$ cat config.mk
export PLATFORM = sky130hd
export DESIGN_NAME = fbp_flash_protect
export DESIGN_NICKNAME = d
export VERILOG_FILES = /design/src/design/fbp_pkg.sv /design/src/design/fbp_page_buf.sv /design/src/design/fbp_flash_protect.sv
export SDC_FILE = /design/constraint.sdc
export NUM_CORES = 1
export LEC_CHECK = 0
export CORE_ASPECT_RATIO = 1.75
export CORE_UTILIZATION = 57
export DETAILED_ROUTE_END_ITERATION = 7
export DONT_BUFFER_PORTS = 1
export PLACE_DENSITY_LB_ADDON = 0.25
export SLEW_MARGIN = 30
export SYNTH_ARGS = -nofsm -noshare
export SYNTH_HDL_FRONTEND = slang
export SYNTH_SLANG_ARGS = --single-unit
$ cat constraint.sdc
create_clock -name i_core_clk -period 11.94 [get_ports i_core_clk]
set_input_delay 0.597 -clock i_core_clk [delete_from_list [all_inputs] [get_ports i_core_clk]]
set_output_delay 0.597 -clock i_core_clk [all_outputs]
set_load 0.01 [all_outputs]
$ cat src/design/fbp_pkg.sv
// package: constants, register map and carrier types for flash boot protection
package fbp_pkg;
	localparam logic [12:0] FBP_BOOT_START_128 = 13'h1f80;
	localparam logic [12:0] FBP_BOOT_START_256 = 13'h1f00;
	localparam logic [12:0] FBP_BOOT_START_512 = 13'h1e00;
	localparam logic [12:0] FBP_BOOT_START_1K = 13'h1c00;
	localparam logic [10:0] FBP_BOOT_SIZE_128 = 11'h080;
	localparam logic [10:0] FBP_BOOT_SIZE_256 = 11'h100;
	localparam logic [10:0] FBP_BOOT_SIZE_512 = 11'h200;
	localparam logic [10:0] FBP_BOOT_SIZE_1K = 11'h400;
	localparam logic [12:0] FBP_RWW_LAST = 13'h1bff;
	localparam logic [12:0] FBP_NO_READ_WHILE_WRITE_AREA_FIRST = 13'h1c00;
	localparam int FBP_PC_W = 13;
	localparam int FBP_PAGE_LSB = 6;
	localparam int FBP_Z_PAGE_LSB = 7;
	localparam int FBP_Z_PAGE_MSB = 13;
	localparam int FBP_Z_WORD_LSB = 1;
	localparam int FBP_Z_WORD_MSB = 6;
	localparam int FBP_LK_BOOT_HI = 5;
	localparam int FBP_LK_BOOT_LO = 4;
	localparam int FBP_LK_APP_HI = 3;
	localparam int FBP_LK_APP_LO = 2;
	localparam int FBP_LK_MEM_HI = 1;
	localparam int FBP_LK_MEM_LO = 0;
	localparam logic [7:0] FBP_LOCK_RESET = 8'hff;
	localparam logic [7:0] FBP_LOCK_UNUSED = 8'hc0;
	// apb byte addresses
	localparam logic [7:0] FBP_A_LOCK = 8'h00;
	localparam logic [7:0] FBP_A_CTRL = 8'h04;
	localparam logic [7:0] FBP_A_STATUS = 8'h08;
	localparam logic [7:0] FBP_A_ZPTR = 8'h0c;
	localparam logic [7:0] FBP_A_DATA = 8'h10;
	localparam logic [7:0] FBP_A_CHECK = 8'h14;
	// control register bits
	localparam int FBP_C_SPM_EN = 0;
	localparam int FBP_C_PG_ERASE = 1;
	localparam int FBP_C_PG_WRITE = 2;
	localparam int FBP_C_LOCK_SET = 3;
	localparam int FBP_C_RWW_REEN = 4;
	localparam int FBP_C_CHIP_ERASE = 7;
	localparam int FBP_C_IVSEL = 8;
	localparam int FBP_C_EXEC_BOOT = 9;
	localparam int FBP_C_PARALLEL = 10;
	localparam int FBP_C_SERIAL = 11;
	localparam logic [7:0] FBP_OP_CYCLES = 8'h20;
	typedef enum logic [1:0] {FBP_ACC_FILL, FBP_ACC_ERASE, FBP_ACC_WRITE, FBP_ACC_READ} fbp_acc_t;
	typedef struct packed {
		logic [6:0] page;
		logic [5:0] word;
		logic byte_sel;
	} fbp_addr_t;
	typedef struct packed {
		logic boot_start_ok;
		logic [12:0] boot_start;
		logic [10:0] boot_size;
	} fbp_part_t;
endpackage : fbp_pkg

$ cat src/design/fbp_page_buf.sv
// temporary page buffer, 64 words with registered read
`timescale 1ns/1ps
module fbp_page_buf import fbp_pkg::*; (
	input wire logic i_core_clk,
	input wire logic i_we,
	input wire logic [5:0] i_waddr,
	input wire logic [15:0] i_wdata,
	input wire logic [5:0] i_raddr,
	output logic [15:0] o_rdata
);
	logic [15:0] mem [0:63];
	always_ff @(posedge i_core_clk) begin
		if (i_we) begin
			mem[i_waddr] <= i_wdata;
		end
		o_rdata <= mem[i_raddr];
	end
endmodule : fbp_page_buf

$ cat src/design/fbp_flash_protect.sv
// flash boot section partitioning and lock-bit protection, apb slave
//
// Added by the designer: the placing of the registers and the APB interface to the registers.
`timescale 1ns/1ps
module fbp_flash_protect import fbp_pkg::*; (
	input wire logic i_core_clk,
	input wire logic i_resetn,
	input wire logic i_psel,
	input wire logic i_penable,
	input wire logic i_pwrite,
	input wire logic [7:0] i_paddr,
	input wire logic [31:0] i_pwdata,
	output logic [31:0] o_prdata,
	output logic o_pready,
	output logic o_pslverr,
	input wire logic i_boot_size_select_hi,
	input wire logic i_boot_size_select_lo,
	input wire logic i_eeprom_write_strobe,
	output logic o_rww_busy_flag,
	output logic o_irq_allow,
	output logic o_ext_prog_block,
	output logic o_ext_verify_block,
	output logic o_fuse_lock,
	output logic o_boot_lock_locked
);
	logic [1:0] bsz_s1_reg;
	logic [1:0] bsz_reg;
	logic ee_s1_reg;
	logic ee_reg;
	logic [5:0] lock_reg;
	logic [11:0] ctrl_reg;
	logic [15:0] zptr_reg;
	logic [15:0] data_reg;
	logic [7:0] op_cnt_reg;
	fbp_acc_t op_kind_reg;
	logic spm_busy_reg;
	logic rww_busy_reg;
	logic rej_reg;
	logic [15:0] rd_reg;
	logic [15:0] buf_rdata;
	logic [12:0] check_reg;
	fbp_part_t part;
	fbp_addr_t za;
	logic [12:0] zword;
	logic ap_wr, ap_go;
	logic app_wr_lock, app_rd_lock, boot_wr_lock, boot_rd_lock;
	logic exec_boot, ivsel;
	logic cmd_go;
	logic [11:0] cmd;
	logic tgt_boot, store_ok, load_ok, buf_we;
	function automatic fbp_part_t fbp_decode(input logic [1:0] sz);
		fbp_part_t p;
		p.boot_start_ok = 1'b1;
		case (sz)
			2'b11: begin p.boot_start = FBP_BOOT_START_128; p.boot_size = FBP_BOOT_SIZE_128; end
			2'b10: begin p.boot_start = FBP_BOOT_START_256; p.boot_size = FBP_BOOT_SIZE_256; end
			2'b01: begin p.boot_start = FBP_BOOT_START_512; p.boot_size = FBP_BOOT_SIZE_512; end
			default: begin p.boot_start = FBP_BOOT_START_1K; p.boot_size = FBP_BOOT_SIZE_1K; end
		endcase
		return p;
	endfunction : fbp_decode
	function automatic logic fbp_in_boot(input logic [12:0] a, input logic [12:0] start);
		return a >= start;
	endfunction : fbp_in_boot
	function automatic logic fbp_in_rww(input logic [12:0] a);
		return a <= FBP_RWW_LAST;
	endfunction : fbp_in_rww
	// pin synchronisers
	always_ff @(posedge i_core_clk or negedge i_resetn) begin
		if (!i_resetn) begin
			bsz_s1_reg <= 2'h3;
			bsz_reg <= 2'h3;
			ee_s1_reg <= 1'b0;
			ee_reg <= 1'b0;
		end else begin
			bsz_s1_reg <= {i_boot_size_select_hi, i_boot_size_select_lo};
			bsz_reg <= bsz_s1_reg;
			ee_s1_reg <= i_eeprom_write_strobe;
			ee_reg <= ee_s1_reg;
		end
	end
	assign part = fbp_decode(bsz_reg);
	// pointer mapping, top two bits dropped
	assign za = {zptr_reg[FBP_Z_PAGE_MSB:FBP_Z_PAGE_LSB],
		zptr_reg[FBP_Z_WORD_MSB:FBP_Z_WORD_LSB],
		zptr_reg[0]};
	assign zword = {za.page, za.word};
	assign exec_boot = ctrl_reg[FBP_C_EXEC_BOOT];
	assign ivsel = ctrl_reg[FBP_C_IVSEL];
	assign app_wr_lock = !lock_reg[FBP_LK_APP_LO];
	assign app_rd_lock = !lock_reg[FBP_LK_APP_HI];
	assign boot_wr_lock = !lock_reg[FBP_LK_BOOT_LO];
	assign boot_rd_lock = !lock_reg[FBP_LK_BOOT_HI];
	// apb decode
	assign ap_go = i_psel & i_penable & o_pready;
	assign ap_wr = ap_go & i_pwrite;
	assign cmd = i_pwdata[11:0];
	assign cmd_go = ap_wr && (i_paddr == FBP_A_CTRL) && cmd[FBP_C_SPM_EN] && !spm_busy_reg
		&& !ee_reg;
	assign tgt_boot = fbp_in_boot(zword, part.boot_start);
	always_comb begin
		store_ok = 1'b1;
		if (tgt_boot && boot_wr_lock) begin
			store_ok = 1'b0;
		end else if (!tgt_boot && app_wr_lock) begin
			store_ok = 1'b0;
		end
	end
	always_comb begin
		load_ok = 1'b1;
		if (exec_boot && !tgt_boot && app_rd_lock) begin
			load_ok = 1'b0;
		end else if (!exec_boot && tgt_boot && boot_rd_lock) begin
			load_ok = 1'b0;
		end else if (fbp_in_rww(zword) && rww_busy_reg) begin
			load_ok = 1'b0;
		end
	end
	assign buf_we = cmd_go && (cmd[4:1] == 4'h0) && store_ok;
	fbp_page_buf u_buf (
		.i_core_clk(i_core_clk),
		.i_we(buf_we),
		.i_waddr(za.word),
		.i_wdata(data_reg),
		.i_raddr(za.word),
		.o_rdata(buf_rdata)
	);
	// software registers
	always_ff @(posedge i_core_clk or negedge i_resetn) begin
		if (!i_resetn) begin
			ctrl_reg <= 12'h000;
			zptr_reg <= 16'h0000;
			data_reg <= 16'h0000;
		end else if (ap_wr) begin
			if (i_paddr == FBP_A_CTRL) begin
				ctrl_reg <= {cmd[11:8], ctrl_reg[7:1], cmd_go};
			end else if (i_paddr == FBP_A_ZPTR) begin
				zptr_reg <= i_pwdata[15:0];
			end else if (i_paddr == FBP_A_DATA) begin
				data_reg <= i_pwdata[15:0];
			end
		end else if (!spm_busy_reg) begin
			ctrl_reg[FBP_C_SPM_EN] <= 1'b0;
		end
	end
	// lock bits: program to zero only, chip erase restores
	always_ff @(posedge i_core_clk or negedge i_resetn) begin
		if (!i_resetn) begin
			lock_reg <= FBP_LOCK_RESET[5:0];
		end else if (ap_wr && i_paddr == FBP_A_CTRL && cmd[FBP_C_CHIP_ERASE]) begin
			lock_reg <= FBP_LOCK_RESET[5:0];
		end else if (cmd_go && cmd[FBP_C_LOCK_SET]) begin
			lock_reg <= lock_reg & data_reg[5:0];
		end
	end
	// self-programming operation timer
	always_ff @(posedge i_core_clk or negedge i_resetn) begin
		if (!i_resetn) begin
			spm_busy_reg <= 1'b0;
			op_cnt_reg <= 8'h00;
			op_kind_reg <= FBP_ACC_FILL;
			rej_reg <= 1'b0;
		end else if (cmd_go) begin
			spm_busy_reg <= 1'b1;
			op_cnt_reg <= FBP_OP_CYCLES;
			rej_reg <= (cmd[FBP_C_PG_ERASE] | cmd[FBP_C_PG_WRITE]) & !store_ok;
			if (cmd[FBP_C_PG_ERASE]) begin
				op_kind_reg <= FBP_ACC_ERASE;
			end else if (cmd[FBP_C_PG_WRITE]) begin
				op_kind_reg <= FBP_ACC_WRITE;
			end else begin
				op_kind_reg <= FBP_ACC_FILL;
			end
		end else if (op_cnt_reg != 8'h00) begin
			op_cnt_reg <= op_cnt_reg - 8'h01;
		end else begin
			spm_busy_reg <= 1'b0;
		end
	end
	// rww busy: set by erase or write in rww area, cleared by re-enable
	always_ff @(posedge i_core_clk or negedge i_resetn) begin
		if (!i_resetn) begin
			rww_busy_reg <= 1'b0;
		end else if (cmd_go && (cmd[FBP_C_PG_ERASE] | cmd[FBP_C_PG_WRITE]) && store_ok
			&& fbp_in_rww(zword)) begin
			rww_busy_reg <= 1'b1;
		end else if (cmd_go && cmd[FBP_C_RWW_REEN] && !spm_busy_reg) begin
			rww_busy_reg <= 1'b0;
		end
	end
	// program-load result: buffer byte or zero when refused
	always_ff @(posedge i_core_clk or negedge i_resetn) begin
		if (!i_resetn) begin
			rd_reg <= 16'h0000;
			check_reg <= 13'h0000;
		end else begin
			rd_reg <= load_ok ? {8'h00, za.byte_sel ? buf_rdata[15:8] : buf_rdata[7:0]} :
				16'h0000;
			check_reg <= {tgt_boot, !fbp_in_rww(zword), load_ok, store_ok, za.page, 2'h0};
		end
	end
	// apb slave: one wait state, unmapped gives pslverr
	always_ff @(posedge i_core_clk or negedge i_resetn) begin
		if (!i_resetn) begin
			o_pready <= 1'b0;
			o_prdata <= 32'h00000000;
			o_pslverr <= 1'b0;
		end else if (i_psel && i_penable && !o_pready) begin
			o_pready <= 1'b1;
			o_pslverr <= 1'b0;
			o_prdata <= 32'h00000000;
			if (i_paddr == FBP_A_LOCK) begin
				o_prdata <= {24'h000000, FBP_LOCK_UNUSED | {2'h0, lock_reg}};
			end else if (i_paddr == FBP_A_CTRL) begin
				o_prdata <= {20'h00000, ctrl_reg};
			end else if (i_paddr == FBP_A_STATUS) begin
				o_prdata <= {8'h00, part.boot_start, part.boot_size[10:7], rej_reg, ee_reg,
					spm_busy_reg, rww_busy_reg, bsz_reg, 1'b0};
			end else if (i_paddr == FBP_A_ZPTR) begin
				o_prdata <= {16'h0000, zptr_reg};
			end else if (i_paddr == FBP_A_DATA) begin
				o_prdata <= {16'h0000, rd_reg};
			end else if (i_paddr == FBP_A_CHECK) begin
				o_prdata <= {19'h00000, check_reg};
			end else begin
				o_pslverr <= 1'b1;
			end
		end else begin
			o_pready <= 1'b0;
			o_pslverr <= 1'b0;
		end
	end
	// lock outputs and interrupt gate
	always_ff @(posedge i_core_clk or negedge i_resetn) begin
		if (!i_resetn) begin
			o_rww_busy_flag <= 1'b0;
			o_irq_allow <= 1'b1;
			o_ext_prog_block <= 1'b0;
			o_ext_verify_block <= 1'b0;
			o_fuse_lock <= 1'b0;
			o_boot_lock_locked <= 1'b0;
		end else begin
			o_rww_busy_flag <= rww_busy_reg;
			o_irq_allow <= !((ivsel && !exec_boot && app_rd_lock)
				|| (!ivsel && exec_boot && boot_rd_lock));
			o_ext_prog_block <= !lock_reg[FBP_LK_MEM_LO];
			o_fuse_lock <= !lock_reg[FBP_LK_MEM_LO];
			o_ext_verify_block <= !lock_reg[FBP_LK_MEM_LO] && !lock_reg[FBP_LK_MEM_HI];
			o_boot_lock_locked <= !lock_reg[FBP_LK_MEM_LO] && !lock_reg[FBP_LK_MEM_HI];
		end
	end
endmodule : fbp_flash_protect

# Word-level counts from Yosys, hierarchy flattened
# Memory sizes are Yosys's and may differ from the RTL's. A register that Yosys moved wholly into a read port is not among the register bits.
# Cells that the tools add are included.
[word_totals]
inputBits = 48
elab_cells = 133
out_inout_bits = 40
n_memories = 1
mem_bits_rw = 1024
ff_bits = 117
[memory_table]
columns = ["name", "depth", "word_bits", "read_ports", "rd_clocked_by_memory_dff", "wr", "line", "rtl"]
rows = [
  ["u_buf.mem", 64, 16, 1, 1, 1, "fbp_page_buf.sv:11", "logic [15:0] mem [0:63];"],
]
[op_classes]
n_mux = 35
n_reduce_logical = 53
magnitude_cmp = 2
eq_ne = 11
add_sub_neg = 1
bitwise = 8
[ops]
columns = ["cell", "count"]
rows = [
  ["$mux 24", 3],
  ["$pmux 21 s3", 1],
  ["$mux 8", 4],
  ["$logic_and 1x1->1", 27],
  ["$mux 13", 2],
  ["$mux 1", 22],
  ["$eq 8x4->1 const B", 2],
  ["$eq 8x5->1 const B", 2],
  ["$mux 16", 1],
  ["$logic_not 1->1", 15],
  ["$ge 13x13->1", 1],
  ["$le 13x13->1 const B", 1],
  ["$mux 6", 2],
  ["$eq 8x3->1 const B", 1],
  ["$logic_not 8->1", 1],
  ["$reduce_bool 8->1", 1],
  ["$sub 8x1->8 const B", 1],
  ["$and 6x6->6", 1],
  ["$reduce_bool 2->1", 3],
  ["$and 1x1->1", 4],
  ["$eq 2x2->1 const B", 2],
  ["$logic_not 4->1", 1],
  ["$ne 2x1->1 const B", 2],
  ["$reduce_and 2->1", 2],
  ["other kinds (7)", 8],
]

# Logic depth before layout (Yosys ltp)
[depth]
ltp_word = 11
ltp_mapped = 11
depth_no_buf = 8

# By module
# A second synthesis with hierarchy kept.
[hier_totals]
hier_cells = 2253
area_unflattened_um2 = 44810.5
[modules_own_cells]
columns = ["module", "area_per_inst_um2", "cells_per_inst", "n_inst", "seq_area_each_um2"]
rows = [
  ["fbp_page_buf", 40042.2, 1829, 1, 31069.8],
  ["fbp_flash_protect", 4768.3, 424, 1, 2641.3],
]

# Worst setup path after synthesis
# No wires, ideal clock.
[synth_timing]
path_kind = "input to register"
startpoint = "input port i_paddr[3]"
endpoint = "memory u_buf.mem[16][0] (enable)"
required_ns = 11.510
stages = 6
slack_ns = 7.943
setup_ns = 0.430
t_arrival_ns = 3.567
n_path_buf = 2
path_cell_list = "buf_6 -> or4_4 -> nor4_2 -> nand3_1 -> clkbuf_1 -> nor4_1"
[synth_via]
elab_chain_len = 9
[synth_rtl]
columns = ["element", "line", "rtl"]
rows = [
  ["start, declared", "fbp_flash_protect.sv:11", "input wire logic [7:0] i_paddr,"],
  ["$eq 8x3->1", "fbp_flash_protect.sv:98", "assign cmd_go = ap_wr && (i_paddr == FBP_A_CTRL) && cmd[FBP_C_SPM_EN] && !spm_busy_reg"],
  ["$logic_and 1x1->1 (3 in a row)", "fbp_flash_protect.sv:98", ""],
  ["$logic_and 1x1->1", "fbp_flash_protect.sv:99", "&& !ee_reg;"],
  ["$logic_and 1x1->1 (2 in a row)", "fbp_flash_protect.sv:119", "assign buf_we = cmd_go && (cmd[4:1] == 4'h0) && store_ok;"],
  ["$mux 1", "fbp_page_buf.sv:13", "if (i_we) begin"],
  ["$mux 1 (not written as such)", "fbp_page_buf.sv:14", "mem[i_waddr] <= i_wdata;"],
  ["end, declared", "fbp_page_buf.sv:11", ""],
]
# No other way between the ends.

==> impl_metrics.tcl <==
set metrics [dict create \
    status "finished clean" \
    rsz0062_at_grt "no" \
    drc 0 \
    fillerInstances 5333 \
    dieArea_mm2 0.07943 \
    clockBufferDepth 3 \
    rows 135 \
    syn_area_mm2 0.04461 \
    largest_reg_flops 1024 \
    top_register "u_buf.mem" \
    clock.fmax_mhz 208.9 \
    grt_pass1_wl_um 181100 \
    reg_top3 "u_buf.mem x1024, o_prdata x20" \
    antenna_cells 0 \
    synth-seq-cells 1145 \
    synth_edf_count 1024 \
    cts_max_level 3 \
    dr.pass1.iters 8 \
    path_cells "buf_4 > buf_4 > nand2b_1 > o22ai_1 > a311oi_1 > o22ai_1 > or4_1" \
    worst_path_max_delay_cell "dfrtp_4" \
    fp.coreArea_mm2 0.07736 \
    peakVddDrop_uv 126.5 \
    yosys_warnings 0 \
    placed_area_mm2 0.04649 \
    ioPinCount 88 \
    grt_pass1_vias 25540 \
    antenna_found_initial 4 \
    wl_per_cell_um 34.90 \
    final_util 0.6415 \
    crit_type "reg -> reg" \
    multi_input_area_mm2 0.01041 \
    period_needed_ns 4.788 \
    async_reset_ff_frac 0.09170 \
    syn_area_per_cell_um2 17.44 \
    syn2layout_area_growth_pct 11.24 \
    fin_tns_setup_ns 0 \
    root_buffer "clkbuf_16" \
    hp-class "in -> reg" \
    ys.flop_type "edfxtp_1" \
    power_leakage_nw 17.96 \
    tightest_slew_ns 1.142 \
    min_delay_path_depth 2 \
    design_area_mm2 0.04963 \
    slew_headroom 0.2338 \
    dieHeight_um 372.1 \
    cp_data_arrival_time_ns 5.34 \
    reg2reg_depth 7 \
    die_w_um 213.5 \
    finClkSkew_ns 0.01860 \
    syn_inst 2558 \
    cp-start-kind "register" \
    hold_viol 0 \
    seq_area_frac_synth 0.7557 \
    grt-ovfl-total 0 \
    crit_path_end_kind "register" \
    ant_nets 0 \
    grt_use_total 0.3309 \
    vias_per_cell 6.977 \
    maxCapViolations 0 \
    drive_gt1_frac 0.2043 \
    drv_slew 0 \
    grt_max_degree 106 \
    p_per_area_mw_per_mm2 150.8 \
    cp_max_fo 41 \
    whs_ns 0.04457 \
    clk_pin_slew_ns 0.07 \
    fin_crit_sh 0.4010 \
    start_util 0.5767 \
    routed_wl_um 129800 \
    vias 25950 \
    cts_buffers 94 \
    drtIter0Drc 3746 \
    place_hpwl_um 77900 \
    place_congestion 0.9347 \
    clock_latency_ns 0.68 \
    cts_tree "yes" \
    setup_viol 0 \
    crit_path_max_incr_delay_ns 0.86 \
    io_buffers 0 \
    register_area_mm2 0.03374 \
    critPathRequiredTime_ns 12.49 \
    post_cts_resized 0 \
    fin_nets 2668 \
    cts_num_sinks 1145 \
    synth_cell_type_count 75 \
]
## final cells by class
| cell class | instances | share of cell area |
|---|---|---|
| sequential | 1145 | 0.6800 |
| multi-input combinational | 1222 | 0.2097 |
| clock buffer | 123 | 0.05164 |
| tap | 1027 | 0.02589 |
| timing repair buffer | 135 | 0.02143 |
| clock inverter | 50 | 0.01003 |
| inverter | 17 | 0.001286 |
## critical path: cells and delay by family (launching register included)
| kind | cells | cell delay (ns) |
|---|---|---|
| AOI/OAI and AO/OA | 3 | 1.14 |
| buffers and inverters | 2 | 1.36 |
| DFF | 1 | 0.86 |
| and+or+nand+nor | 2 | 1.19 |
## cell usage after synthesis, types with 6 or more instances
cell type,count,share of area
o22ai_1,64,0.0090
mux4_2,72,0.036
and2_1,6,0.00084
dfrtp_1,94,0.053
clkbuf_1,65,0.0055
buf_2,55,0.0062
dfstp_2,11,0.0065
dfxtp_1,16,0.0072
o211ai_1,6,0.0010
nor2_1,94,0.0079
nor3_1,11,0.0012
buf_1,14,0.0012
nand4_1,10,0.0014
inv_1,15,0.0013
edfxtp_1,1024,0.69
a221oi_1,86,0.017
or3_1,6,0.00084
and3_1,6,0.00084
buf_4,46,0.0077
nand3_1,20,0.0022
a22oi_1,80,0.013
nor4_1,69,0.0097
a31oi_1,17,0.0024
o21ai_0,78,0.0088
mux2_2,85,0.021
mux2i_1,201,0.045
or4_1,6,0.0010
nand2_1,88,0.0074
a22o_1,12,0.0024
nor2b_1,11,0.0015
a211oi_1,15,0.0025
a21oi_1,77,0.0086
## cell usage in the layout (no fill, tap or decap), drive strengths merged, types with 64 or more instances in the layout
| master | count |
|---|---|
| edfxtp | 1024 |
| mux2i | 201 |
| buf | 131 |
| clkbuf | 123 |
| nor2 | 94 |
| dfrtp | 94 |
| nand2 | 88 |
| a221oi | 86 |
| mux2 | 85 |
| a22oi | 80 |
| o21ai | 78 |
| a21oi | 77 |
| mux4 | 72 |
| nor4 | 72 |
| o22ai | 64 |
## stage by stage
stage / power, mW / std cells / setup slack [ns]
floorplan: 4.434 / 2567 / 7.943
global placement: 4.443 / 3539 / 7.433
detailed placement: 4.445 / 3541 / 7.286
CTS: 7.499 / 3719 / 7.288
global route: 7.649 / 3719 / 7.135
finish: 7.486 / 3719 / 7.152
## logic make-up after synthesis
family | count (synthesis) | synth area share
AO/OA/AOI/OAI | 489 | 0.07595
XOR/XNOR | 5 | 0.0009818
adder cells (fa/ha/maj) | 5 | 0.001402
buffers and inverters | 200 | 0.02275
flip-flops | 1145 | 0.7557
multiplexers | 358 | 0.1029
other | 1 | 0.00008406
AND/OR/NAND/NOR | 355 | 0.04028
## metal layers
metal,routed length (um),part of all wire,vias up,global-route usage
li1,-,-,10440,-
met1,41320,0.32,13120,0.3842
met2,62770,0.48,1903,0.5350
met3,13580,0.10,481,0.06538
met4,12090,0.093,6,0.2651
met5,35,0.00027,-,0
## final timing paths
path / start / slack [ns] / end
max in group asynchronous: i_resetn / 10.98 / data_reg[10]$_DFFE_PN0P_
hold reg to reg: bsz_s1_reg[0]$_DFF_PN1_ / 0.36 / bsz_reg[0]$_DFF_PN1_
hold / removal: i_paddr[3] / 0.04 / o_pslverr$_DFF_PN0_
min in group asynchronous: i_resetn / 0.54 / zptr_reg[4]$_DFFE_PN0P_
setup reg to reg: zptr_reg[3]$_DFFE_PN0P_ / 7.15 / u_buf.o_rdata[13]$_DFF_P_
setup / recovery: zptr_reg[3]$_DFFE_PN0P_ / 7.15 / u_buf.o_rdata[13]$_DFF_P_
## repair_timing
item                                   in CTS  in global routing
hold buffers                                5                  0
setup buffers                               0                  0
endpoints found under the hold margin     108                  0
## power by group
part	leakage [nW]	internal, mW	switching (mW)	total, mW
sequential	13.1	4.31	0.00864	4.32
combinational	3.36	0.0128	0.0354	0.0481
clock	1.48	1.73	1.39	3.12
total	18.0	6.05	1.43	7.49
(Power assumes the default switching activity.)
